<file path="src/logic/dhso_pkg.sv">
package dhso_pkg;
  // register byte addresses
  localparam logic [5:0] DEV_OPT_ADDR = 6'h00;
  localparam logic [5:0] HW_INFO_CNT_ADDR = 6'h04;
  localparam logic [5:0] EEPROM_SIZE_ADDR = 6'h08;
  localparam logic [5:0] HW_CFG_CNT_ADDR = 6'h0C;
  localparam logic [5:0] HW_CFG_WORD_ADDR = 6'h10;
  localparam logic [5:0] OP_COND_CNT_ADDR = 6'h14;
  localparam logic [5:0] SUPPLY_MV_ADDR = 6'h18;
  localparam logic [5:0] LOGIC_MV_ADDR = 6'h1C;
  localparam logic [5:0] BOARD_TEMP_ADDR = 6'h20;
  localparam logic [5:0] MOTOR_TEMP_ADDR = 6'h24;
  localparam logic [5:0] CHIP_TEMP_ADDR = 6'h28;
  localparam logic [5:0] SPEC_CNT_ADDR = 6'h2C;
  localparam logic [5:0] SPEC_SWITCH_ADDR = 6'h30;
  localparam logic [5:0] VIRT_SWITCH_ADDR = 6'h34;
  // reset values
  localparam logic [15:0] DEV_OPT_RST = 16'hFFFF;
  localparam logic [7:0] HW_INFO_CNT_RST = 8'h01;
  localparam logic [7:0] HW_CFG_CNT_RST = 8'h01;
  localparam logic [7:0] OP_COND_CNT_RST = 8'h05;
  localparam logic [7:0] SPEC_CNT_RST = 8'h02;
  localparam logic [31:0] HW_CFG_WORD_RST = 32'h0000_0000;
  localparam logic [7:0] SPEC_SWITCH_RST = 8'h00;
  localparam logic [7:0] VIRT_SWITCH_RST = 8'h00;
  // reaction codes
  localparam logic [15:0] REACT_NONE = 16'hFFFF;
  localparam logic [15:0] REACT_IMMEDIATE = 16'h0000;
  localparam logic [15:0] REACT_SLOW_RAMP = 16'h0001;
  localparam logic [15:0] REACT_QUICK_RAMP = 16'h0002;
  // special mode switch codes
  localparam logic [7:0] SPEC_OFF = 8'h00;
  localparam logic [7:0] SPEC_ON = 8'h02;

  typedef enum logic [3:0] {
    DHSO_ACT_NONE = 4'b0001,
    DHSO_ACT_STOP = 4'b0010,
    DHSO_ACT_SLOW = 4'b0100,
    DHSO_ACT_QUICK = 4'b1000
  } dhso_action_t;

  typedef struct packed {
    logic signed [31:0] supply_mv;
    logic signed [31:0] logic_mv;
    logic signed [31:0] board_temp;
    logic signed [31:0] motor_temp;
    logic signed [31:0] chip_temp;
  } dhso_sense_t;

  typedef struct packed {
    logic stop;
    logic slow_ramp;
    logic quick_ramp;
  } dhso_brake_t;
endpackage : dhso_pkg

</file>
<file path="src/logic/dhso_reaction.sv">
`timescale 1ns/10ps
module dhso_reaction (
  input wire logic i_ref_clk,
  input wire logic i_rst_n,
  input wire logic [15:0] i_code,
  input wire logic i_dev_err,
  output dhso_pkg::dhso_brake_t o_brake,
  output logic o_invalid
);
  dhso_pkg::dhso_action_t act;

  always_comb begin
    unique case (i_code)
      dhso_pkg::REACT_NONE: act = dhso_pkg::DHSO_ACT_NONE;
      dhso_pkg::REACT_IMMEDIATE: act = dhso_pkg::DHSO_ACT_STOP;
      dhso_pkg::REACT_SLOW_RAMP: act = dhso_pkg::DHSO_ACT_SLOW;
      dhso_pkg::REACT_QUICK_RAMP: act = dhso_pkg::DHSO_ACT_QUICK;
      default: act = dhso_pkg::DHSO_ACT_NONE;
    endcase
  end

  always_ff @(posedge i_ref_clk or negedge i_rst_n) begin
    if (!i_rst_n) begin
      o_brake <= '0;
    end else begin
      o_brake.stop <= i_dev_err && (act == dhso_pkg::DHSO_ACT_STOP);
      o_brake.slow_ramp <= i_dev_err && (act == dhso_pkg::DHSO_ACT_SLOW);
      o_brake.quick_ramp <= i_dev_err && (act == dhso_pkg::DHSO_ACT_QUICK);
    end
  end

  always_ff @(posedge i_ref_clk or negedge i_rst_n) begin
    if (!i_rst_n) begin
      o_invalid <= 1'b0;
    end else begin
      o_invalid <= !(i_code == dhso_pkg::REACT_NONE || i_code == dhso_pkg::REACT_IMMEDIATE
        || i_code == dhso_pkg::REACT_SLOW_RAMP || i_code == dhso_pkg::REACT_QUICK_RAMP);
    end
  end

  reserved_quiet_a: assert property (@(posedge i_ref_clk) disable iff (!i_rst_n)
    o_invalid |-> o_brake == '0) else $error("brake active for reserved code");
endmodule : dhso_reaction

</file>
<file path="src/logic/dhso_top.sv">
// Local design decisions: the Avalon-MM register port and the placing of the registers.
`timescale 1ns/10ps
module dhso_top (
  input wire logic i_ref_clk,
  input wire logic i_resetn,
  input wire logic [5:0] i_avs_address,
  input wire logic i_avs_read,
  input wire logic i_avs_write,
  input wire logic [31:0] i_avs_writedata,
  input wire logic [3:0] i_avs_byteenable,
  output logic [31:0] o_avs_readdata,
  output logic o_avs_waitrequest,
  output logic [1:0] o_avs_response,
  input wire logic i_eeprom_present,
  input wire logic [31:0] i_eeprom_bytes,
  input wire dhso_pkg::dhso_sense_t i_sense,
  input wire logic i_following_err,
  input wire logic i_slip_err,
  output dhso_pkg::dhso_brake_t o_brake,
  output logic o_code_invalid,
  output logic o_spec_enable,
  output logic [7:0] o_spec_mode,
  output logic [31:0] o_hw_config
);
  logic rst_s1_q;
  logic rst_q;
  logic eep_p1_q, eep_p_q;
  logic [31:0] eep_b1_q, eep_b_q;
  dhso_pkg::dhso_sense_t sense1_q, sense_q;
  logic [1:0] err1_q, err_q;
  logic [15:0] dev_opt_q;
  logic [31:0] hw_cfg_q;
  logic [7:0] spec_sw_q;
  logic [7:0] virt_sw_q;
  logic ack_q;
  logic [31:0] rdata_d;
  logic hit_d;
  logic [31:0] bmask;
  logic wr_go;

  always_ff @(posedge i_ref_clk or negedge i_resetn) begin
    if (!i_resetn) begin
      rst_s1_q <= 1'b0;
      rst_q <= 1'b0;
    end else begin
      rst_s1_q <= 1'b1;
      rst_q <= rst_s1_q;
    end
  end

  // pin inputs through two stages
  always_ff @(posedge i_ref_clk or negedge rst_q) begin
    if (!rst_q) begin
      eep_p1_q <= 1'b0;
      eep_p_q <= 1'b0;
      eep_b1_q <= '0;
      eep_b_q <= '0;
      sense1_q <= '0;
      sense_q <= '0;
      err1_q <= '0;
      err_q <= '0;
    end else begin
      eep_p1_q <= i_eeprom_present;
      eep_p_q <= eep_p1_q;
      eep_b1_q <= i_eeprom_bytes;
      eep_b_q <= eep_b1_q;
      sense1_q <= i_sense;
      sense_q <= sense1_q;
      err1_q <= {i_slip_err, i_following_err};
      err_q <= err1_q;
    end
  end

  // one-cycle waitrequest then ack
  always_ff @(posedge i_ref_clk or negedge rst_q) begin
    if (!rst_q) begin
      ack_q <= 1'b0;
    end else begin
      ack_q <= (i_avs_read || i_avs_write) && !ack_q;
    end
  end

  assign wr_go = i_avs_write && ack_q;

  genvar gi;
  generate
    for (gi = 0; gi < 4; gi++) begin : g_be
      assign bmask[gi*8 +: 8] = {8{i_avs_byteenable[gi]}};
    end
  endgenerate

  always_ff @(posedge i_ref_clk or negedge rst_q) begin
    if (!rst_q) begin
      dev_opt_q <= dhso_pkg::DEV_OPT_RST;
      hw_cfg_q <= dhso_pkg::HW_CFG_WORD_RST;
      spec_sw_q <= dhso_pkg::SPEC_SWITCH_RST;
      virt_sw_q <= dhso_pkg::VIRT_SWITCH_RST;
    end else if (wr_go) begin
      unique case (i_avs_address)
        dhso_pkg::DEV_OPT_ADDR:
          dev_opt_q <= (dev_opt_q & ~bmask[15:0]) | (i_avs_writedata[15:0] & bmask[15:0]);
        dhso_pkg::HW_CFG_WORD_ADDR:
          hw_cfg_q <= (hw_cfg_q & ~bmask) | (i_avs_writedata & bmask);
        dhso_pkg::SPEC_SWITCH_ADDR: begin
          if (i_avs_byteenable[0]) begin
            spec_sw_q <= i_avs_writedata[7:0];
          end
        end
        dhso_pkg::VIRT_SWITCH_ADDR: begin
          if (i_avs_byteenable[0]) begin
            virt_sw_q <= i_avs_writedata[7:0];
          end
        end
        default: begin
        end
      endcase
    end
  end

  always_comb begin
    rdata_d = '0;
    hit_d = 1'b1;
    unique case (i_avs_address)
      dhso_pkg::DEV_OPT_ADDR: rdata_d = {{16{dev_opt_q[15]}}, dev_opt_q};
      dhso_pkg::HW_INFO_CNT_ADDR: rdata_d = {24'h000000, dhso_pkg::HW_INFO_CNT_RST};
      dhso_pkg::EEPROM_SIZE_ADDR: rdata_d = eep_p_q ? eep_b_q : 32'h0000_0000;
      dhso_pkg::HW_CFG_CNT_ADDR: rdata_d = {24'h000000, dhso_pkg::HW_CFG_CNT_RST};
      dhso_pkg::HW_CFG_WORD_ADDR: rdata_d = hw_cfg_q;
      dhso_pkg::OP_COND_CNT_ADDR: rdata_d = {24'h000000, dhso_pkg::OP_COND_CNT_RST};
      dhso_pkg::SUPPLY_MV_ADDR: rdata_d = sense_q.supply_mv;
      dhso_pkg::LOGIC_MV_ADDR: rdata_d = sense_q.logic_mv;
      dhso_pkg::BOARD_TEMP_ADDR: rdata_d = sense_q.board_temp;
      dhso_pkg::MOTOR_TEMP_ADDR: rdata_d = sense_q.motor_temp;
      dhso_pkg::CHIP_TEMP_ADDR: rdata_d = sense_q.chip_temp;
      dhso_pkg::SPEC_CNT_ADDR: rdata_d = {24'h000000, dhso_pkg::SPEC_CNT_RST};
      dhso_pkg::SPEC_SWITCH_ADDR: rdata_d = {24'h000000, spec_sw_q};
      dhso_pkg::VIRT_SWITCH_ADDR: rdata_d = {24'h000000, virt_sw_q};
      default: hit_d = 1'b0;
    endcase
  end

  // waitrequest high until answer
  always_ff @(posedge i_ref_clk or negedge rst_q) begin
    if (!rst_q) begin
      o_avs_waitrequest <= 1'b1;
    end else begin
      o_avs_waitrequest <= !((i_avs_read || i_avs_write) && !ack_q);
    end
  end

  always_ff @(posedge i_ref_clk or negedge rst_q) begin
    if (!rst_q) begin
      o_avs_readdata <= '0;
      o_avs_response <= 2'h0;
    end else if ((i_avs_read || i_avs_write) && !ack_q) begin
      o_avs_readdata <= i_avs_read ? rdata_d : 32'h0000_0000;
      o_avs_response <= hit_d ? 2'h0 : 2'h3;
    end
  end

  always_ff @(posedge i_ref_clk or negedge rst_q) begin
    if (!rst_q) begin
      o_spec_enable <= 1'b0;
      o_spec_mode <= '0;
    end else begin
      o_spec_enable <= spec_sw_q == dhso_pkg::SPEC_ON;
      o_spec_mode <= (spec_sw_q == dhso_pkg::SPEC_ON) ? virt_sw_q : 8'h00;
    end
  end

  always_ff @(posedge i_ref_clk or negedge rst_q) begin
    if (!rst_q) begin
      o_hw_config <= dhso_pkg::HW_CFG_WORD_RST;
    end else begin
      o_hw_config <= hw_cfg_q;
    end
  end

  dhso_reaction u_react (
    .i_ref_clk(i_ref_clk),
    .i_rst_n(rst_q),
    .i_code(dev_opt_q),
    .i_dev_err(err_q[0] || err_q[1]),
    .o_brake(o_brake),
    .o_invalid(o_code_invalid)
  );

  spec_off_a: assert property (@(posedge i_ref_clk) disable iff (!rst_q)
    $past(spec_sw_q) == dhso_pkg::SPEC_OFF |-> !o_spec_enable)
    else $error("special modes enabled while switched off");

  spec_on_a: assert property (@(posedge i_ref_clk) disable iff (!rst_q)
    spec_sw_q == dhso_pkg::SPEC_ON |=> o_spec_enable && o_spec_mode == $past(virt_sw_q))
    else $error("special mode not taken from virtual switch");

  quick_brake_a: assert property (@(posedge i_ref_clk) disable iff (!rst_q)
    (dev_opt_q == dhso_pkg::REACT_QUICK_RAMP && (err_q != 2'b00)) |=> o_brake.quick_ramp)
    else $error("quick ramp not applied");

  stop_brake_a: assert property (@(posedge i_ref_clk) disable iff (!rst_q)
    (dev_opt_q == dhso_pkg::REACT_IMMEDIATE && err_q[1]) |=> o_brake.stop && !o_brake.slow_ramp)
    else $error("immediate stop not applied");

  idle_brake_a: assert property (@(posedge i_ref_clk) disable iff (!rst_q)
    err_q == 2'b00 |=> o_brake == '0) else $error("brake without deviation error");

  ro_write_a: assert property (@(posedge i_ref_clk) disable iff (!rst_q)
    (wr_go && i_avs_address == dhso_pkg::EEPROM_SIZE_ADDR) |=> $stable(spec_sw_q)
    && $stable(hw_cfg_q) && $stable(dev_opt_q)) else $error("read-only write changed state");

  eep_zero_a: assert property (@(posedge i_ref_clk) disable iff (!rst_q)
    (!eep_p_q && i_avs_read && !ack_q && i_avs_address == dhso_pkg::EEPROM_SIZE_ADDR)
    |=> o_avs_readdata == 32'h0000_0000) else $error("eeprom size nonzero when absent");

  supply_rd_a: assert property (@(posedge i_ref_clk) disable iff (!rst_q)
    (i_avs_read && !ack_q && i_avs_address == dhso_pkg::SUPPLY_MV_ADDR)
    |=> o_avs_readdata == $past(sense_q.supply_mv)) else $error("supply readout wrong");

  slow_brake_a: assert property (@(posedge i_ref_clk) disable iff (!rst_q)
    (dev_opt_q == dhso_pkg::REACT_SLOW_RAMP && (err_q != 2'b00))
    |=> o_brake.slow_ramp && !o_brake.stop && !o_brake.quick_ramp)
    else $error("slow ramp not applied");

  none_brake_a: assert property (@(posedge i_ref_clk) disable iff (!rst_q)
    dev_opt_q == dhso_pkg::REACT_NONE |=> o_brake == '0)
    else $error("brake for no-reaction code");

  reserved_flag_a: assert property (@(posedge i_ref_clk) disable iff (!rst_q)
    !(dev_opt_q == dhso_pkg::REACT_NONE || dev_opt_q == dhso_pkg::REACT_IMMEDIATE
    || dev_opt_q == dhso_pkg::REACT_SLOW_RAMP || dev_opt_q == dhso_pkg::REACT_QUICK_RAMP)
    |=> o_code_invalid && o_brake == '0) else $error("reserved code not refused");

  eep_size_a: assert property (@(posedge i_ref_clk) disable iff (!rst_q)
    (eep_p_q && i_avs_read && !ack_q && i_avs_address == dhso_pkg::EEPROM_SIZE_ADDR)
    |=> o_avs_readdata == $past(eep_b_q)) else $error("eeprom size readout wrong");

  logic_rd_a: assert property (@(posedge i_ref_clk) disable iff (!rst_q)
    (i_avs_read && !ack_q && i_avs_address == dhso_pkg::LOGIC_MV_ADDR)
    |=> o_avs_readdata == $past(sense_q.logic_mv)) else $error("logic readout wrong");

  board_rd_a: assert property (@(posedge i_ref_clk) disable iff (!rst_q)
    (i_avs_read && !ack_q && i_avs_address == dhso_pkg::BOARD_TEMP_ADDR)
    |=> o_avs_readdata == $past(sense_q.board_temp)) else $error("board readout wrong");

  ro_hold_a: assert property (@(posedge i_ref_clk) disable iff (!rst_q)
    (wr_go && i_avs_address != dhso_pkg::DEV_OPT_ADDR
    && i_avs_address != dhso_pkg::HW_CFG_WORD_ADDR
    && i_avs_address != dhso_pkg::SPEC_SWITCH_ADDR
    && i_avs_address != dhso_pkg::VIRT_SWITCH_ADDR)
    |=> $stable(dev_opt_q) && $stable(hw_cfg_q) && $stable(spec_sw_q) && $stable(virt_sw_q))
    else $error("write outside rw entries changed state");

  cnt_rd_a: assert property (@(posedge i_ref_clk) disable iff (!rst_q)
    (i_avs_read && !ack_q && i_avs_address == dhso_pkg::OP_COND_CNT_ADDR)
    |=> o_avs_readdata == {24'h000000, dhso_pkg::OP_COND_CNT_RST})
    else $error("entry count readout wrong");

  spec_idle_a: assert property (@(posedge i_ref_clk) disable iff (!rst_q)
    spec_sw_q != dhso_pkg::SPEC_ON |=> !o_spec_enable && o_spec_mode == 8'h00)
    else $error("special mode active while not switched on");

  // answer one cycle after request
  wait_low_a: assert property (@(posedge i_ref_clk) disable iff (!rst_q)
    ((i_avs_read || i_avs_write) && !ack_q) |=> !o_avs_waitrequest)
    else $error("no answer one cycle after request");

  // answer stands one cycle
  wait_high_a: assert property (@(posedge i_ref_clk) disable iff (!rst_q)
    !o_avs_waitrequest |=> o_avs_waitrequest)
    else $error("waitrequest low for more than one cycle");

  // unmapped address refused
  decode_err_a: assert property (@(posedge i_ref_clk) disable iff (!rst_q)
    ((i_avs_read || i_avs_write) && !ack_q && !hit_d) |=> o_avs_response == 2'h3)
    else $error("unmapped address not refused");
endmodule : dhso_top

</file>
<file path="config.mk">
export PLATFORM = sky130hd
export DESIGN_NAME = dhso_top
export DESIGN_NICKNAME = d
export VERILOG_FILES = /design/src/logic/dhso_pkg.sv /design/src/logic/dhso_reaction.sv /design/src/logic/dhso_top.sv
export SDC_FILE = /design/constraint.sdc
export NUM_CORES = 1
export LEC_CHECK = 0
export BUFFER_PORTS_ARGS = -buffer_cell sky130_fd_sc_hd__buf_4
export CAP_MARGIN = 30
export CORE_MARGIN = 2
export CORE_UTILIZATION = 45
export DETAILED_ROUTE_END_ITERATION = 12
export PLACE_DENSITY = 0.67
export REMOVE_ABC_BUFFERS = 1
export SYNTH_ARGS = -nofsm -noshare
export SYNTH_HDL_FRONTEND = slang
export SYNTH_SLANG_ARGS = --single-unit
</file>
<file path="constraint.sdc">
create_clock -name i_ref_clk -period 38.9 [get_ports i_ref_clk]
set_clock_uncertainty 0.1 [all_clocks]
set_input_delay 3.89 -clock i_ref_clk [delete_from_list [all_inputs] [get_ports i_ref_clk]]
set_output_delay 3.89 -clock i_ref_clk [all_outputs]
set_load 0.02 [all_outputs]
</file>
# Word-level counts from Yosys, hierarchy flattened
# Index checks and enable logic that the tools add are counted.
[totals] latchBits=0 romBits=0 output_inout_bits=80 reg_bits=537 inputBits=241 ram_bits=0 word_cells=89 mem_count=0
[op_classes] reduce_logical=21 shift=0 n_bitwise=8 add_sub_neg=0 eq_ne=20 n_div=0 n_mux=7 n_mul=0 magnitude_cmp=0
[op_table] operator="32-bit case mux with 13 select lines" count=1
[op_table] operator="32-bit AND" count=2
[op_table] operator="32-bit two-way mux" count=2
[op_table] operator="6-bit equality test (second input constant)" count=6
[op_table] operator="16-bit AND" count=2
[op_table] operator="32-bit NOT" count=1
[op_table] operator="32-bit bitwise OR" count=1
[op_table] operator="6-bit by 5-bit equality test with 1-bit output (second input constant)" count=4
[op_table] operator="16-bit by 1-bit equality test with 1-bit output (second input constant)" count=1
[op_table] operator="16-bit equality test (second input constant)" count=1
[op_table] operator="16-bit by 2-bit equality test with 1-bit output (second input constant)" count=1
[op_table] operator="16-bit zero test" count=1
[op_table] operator="16-bit NOT" count=1
[op_table] operator="16-bit bitwise OR" count=1
[op_table] operator="14-bit OR reduction" count=1
[op_table] operator="6-bit by 4-bit equality test with 1-bit output (second input constant)" count=2
[op_table] operator="4-bit case mux with 3 select lines" count=1
[op_table] operator="8-bit by 2-bit equality test with 1-bit output (second input constant)" count=1
[op_table] operator="8-bit two-way mux" count=1
[op_table] operator="6-bit by 3-bit equality test with 1-bit output (second input constant)" count=1
[op_table] operator="6-bit zero test" count=1
[op_table] operator="3-bit AND reduction" count=2
[op_table] operator="1-bit logical AND" count=5
[op_table] operator="1-bit logical OR" count=5
[op_table] operator="other kinds (8)" count=11

# Depth between registers and ports, before layout
[depth] word_depth=5 depth_mapped=8 ltp_nobuf=5

# Cells and area by module
# A second synthesis with hierarchy kept.
[hier_totals] hier_cells=974 hier_area_um2=16779.8
[by_module_without_submodules] module="dhso_top" n_inst=1 cells_per_inst=951 area_per_inst_um2=16528.4 seq_area_each_um2=13334.0
[by_module_without_submodules] module="dhso_reaction" n_inst=1 cells_per_inst=23 area_per_inst_um2=251.5 seq_area_each_um2=100.1

# Least setup slack after synthesis
# No wires, ideal clock.
[synth_timing] path_kind="input to register" startpoint="input port i_avs_address[1]" endpoint="register (tool-made name)" required_time_ps=38675 arrival_time_ps=5300 path_stages=6 setup_ps=125 setup_slack_ps=33375 cell_sequence="or4_1 -> buf_4 -> nor2_4 -> buf_6 -> nand4_4 -> mux2_2"
[synth_lines] item="start, declared" line="dhso_top.sv:6" rtl="input wire logic [5:0] i_avs_address,"

==> reports/qor.yml <==
cts_inserted_buffers: 52
vdd_drop_max_mv: 0.04058
grt_pass1_wl_um: 61110
ys_ff_latch: 536
drt_iter0_markers: 486
p_leak_nw: 9.982
crit_type: "in -> reg"
finalCritPeriodShare: 0.1476
arrival_ns: 6.11
yosysSeqAreaShare: 0.8158
nNetsFinal: 1520
die_w_um: 195.3
clkTransAtPathRegs_ns: 0.06
wire_per_inst_um: 22.66
synth.distinct_cells: 53
critPathCaptureType: "flop"
die_y_um: 195.3
fill_cells: 2736
outcome: "finished clean"
dp_hpwl_um: 26980
post-cts-setup-buffers: 0
worstMarginPinSlew_ns: 1.023
postCtsHoldBufs: 0
tns_ns: 0
core_area_sq_um: 36350
cts.sinks: 536
syn_area_sq_um: 16470
drive_gt1_frac: 0.4032
route.antenna.remaining_nets: 0
whs_ns: 0.2375
power_density_nw_per_um2: 54.43
maxSlewHeadroom: 0.3183
wirelength_um: 40650
drv_cap: 0
area_delta_synth_final_pct: 29.67
cts_buffer_depth: 3
grt_max_degree: 177
worstPathMaxFanout: 20
h-tree-depth: 2
num_rows: 70
grt_pass1_vias: 10028
yosys_warnings: 0
drc: 0
hold_violations: 0
final.setup.worst_slack_ns: 33.16
cts_tree: "yes"
min_period_ns: 5.741
fmax_mhz: 174.2
gp_congestion: 0.8034
ios: 321
postSynthAreaPerCell_sq_um: 17.77
grt.overflow.total: 0
firstDrtPassIters: 5
cp_data_required_time_ns: 39.26
io_buffers: 320
clk_latency_ns: 0.58
place_ws_ns: 32.54
crit_path_start_kind: "input port"
setup_viol: 0
rsz0062_at_grt: "no"
layout_commonest_cell: "dfrtp_1"
ctsRootBufferMaster: "clkbuf_16"
final_cell_mix: "dfrtp_1, buf_4, mux2_2"
antenna_found_initial: 6
hold_class: "reg -> reg"
vias_per_cell: 5.187
ff2ff_setup_slack_ns: 36.14
slew_violations: 0
synthCells: 927
cts_resized: 0
vias: 9306
grt_use_total: 0.2183
initial_core_util: 0.4531
die-area_sq_um: 38140
[synthesized netlist by cell type (all sizes together)]
master,instances,share of area
a21boi,1,0.00046
conb,1,0.00023
nor4b,2,0.0020
a2bb2oi,1,0.00053
nand3,12,0.0036
o21ai,4,0.0012
dfstp,17,0.027
a22o,32,0.017
a2111oi,1,0.00053
a221oi,29,0.015
nor2,17,0.0054
a222oi,16,0.0097
o21bai,1,0.00046
mux2,65,0.044
mux2i,6,0.0036
nand3b,3,0.0014
nor4,6,0.0027
o211ai,1,0.00046
nand4,18,0.0087
or4,2,0.00091
nor3,4,0.0025
and2,9,0.0034
nor2b,4,0.0015
o32a,1,0.00061
and3b,1,0.00053
nand2,27,0.0062
and4b,1,0.00061
or4b,2,0.0014
buf,22,0.0075
clkbuf,16,0.0036
dfrtp,519,0.79
a41oi,1,0.00053
and3,4,0.0015
nor3b,2,0.00091
inv,2,0.00046
mux4,2,0.0027
o22ai,3,0.0011
o2bb2ai,1,0.00053
a21oi,12,0.0036
a22oi,48,0.022
a31oi,9,0.0034
nand2b,2,0.00076
[through the flow]
stage / power (mW) / instances / utilization / cell area [sq um]
final: 1.162 / 1794 / 0.5875 / 21350
after global routing: 1.206 / 1793 / 0.5874 / 21350
after CTS: 1.175 / 1788 / 0.5858 / 21290
after detailed placement: 0.6652 / 1691 / 0.5370 / 19520
after global placement: 0.6629 / 1685 / 0.5333 / 19380
after floorplan: 0.6254 / 889 / - / 16280
[area by class of cell]
class	count	area [sq um]	share of cell area
well taps	468	585.6	0.02742
multi-input cells	351	2879	0.1348
repair buffers	336	2661	0.1246
inverters	2	7.507	0.0003516
clock inverters	28	287.8	0.01348
flip-flops and latches	536	13440	0.6293
clock buffers	69	1485	0.06955
diodes	4	10.01	0.0004687
[power by group]
group / total [mW] / switching, mW / internal (mW) / leakage [nW]
clock: 0.508 / 0.211 / 0.297 / 0.862
combinational: 0.0573 / 0.0306 / 0.0267 / 2.62
sequential: 0.597 / 0.0119 / 0.585 / 6.50
total: 1.16 / 0.254 / 0.908 / 9.98
[cells by family (layout without fill, tap and decap cells)]
family	count (synthesis)	in the layout	synth area share
AO/OA/AOI/OAI	161	161	0.07757
buffers and inverters	40	435	0.01162
AND/OR/NAND/NOR	116	116	0.04399
flip-flops	536	536	0.8158
other	1	5	0.0002277
multiplexers	73	73	0.05083
[layer usage]
metal	track usage	routed length, um	vias to the layer above	part of all wire
met4	0.08312	1094	2	0.027
met2	0.3505	19940	333	0.49
met3	0.06149	3057	78	0.075
li1	-	-	4073	-
met1	0.2853	16550	4820	0.41
met5	0	10	-	0.00025
[critical path, cell delays in order]
cell	delay [ns]
buf_4	0.13
or4_1	0.76
nor2_4	0.46
buf_12	0.26
nand4_4	0.22
mux2_2	0.34
[final timing paths]
kind,startpoint,to,cells after the start
worst max-delay path,i_avs_address[1],flop,6
worst min-delay path,sense1_q[76],sense_q[76],0
worst max register to register,rst_q,eep_b1_q[26],2
worst min register to register,sense1_q[76],sense_q[76],0
max in group asynchronous,i_resetn,rst_q,1
min in group asynchronous,rst_q,eep_b1_q[11],0
[sequential cells by signal, summed over array words and instances, names as in the netlist, 8 cells and up, named ones only]
signal          cells
eep_b1_q           32
eep_b_q            32
o_avs_readdata     32
o_hw_config        32
o_spec_mode         8
sense1_q          160
sense_q           160
spec_sw_q           8
virt_sw_q           8
No activity file was read; power rests on OpenSTA's default activity.
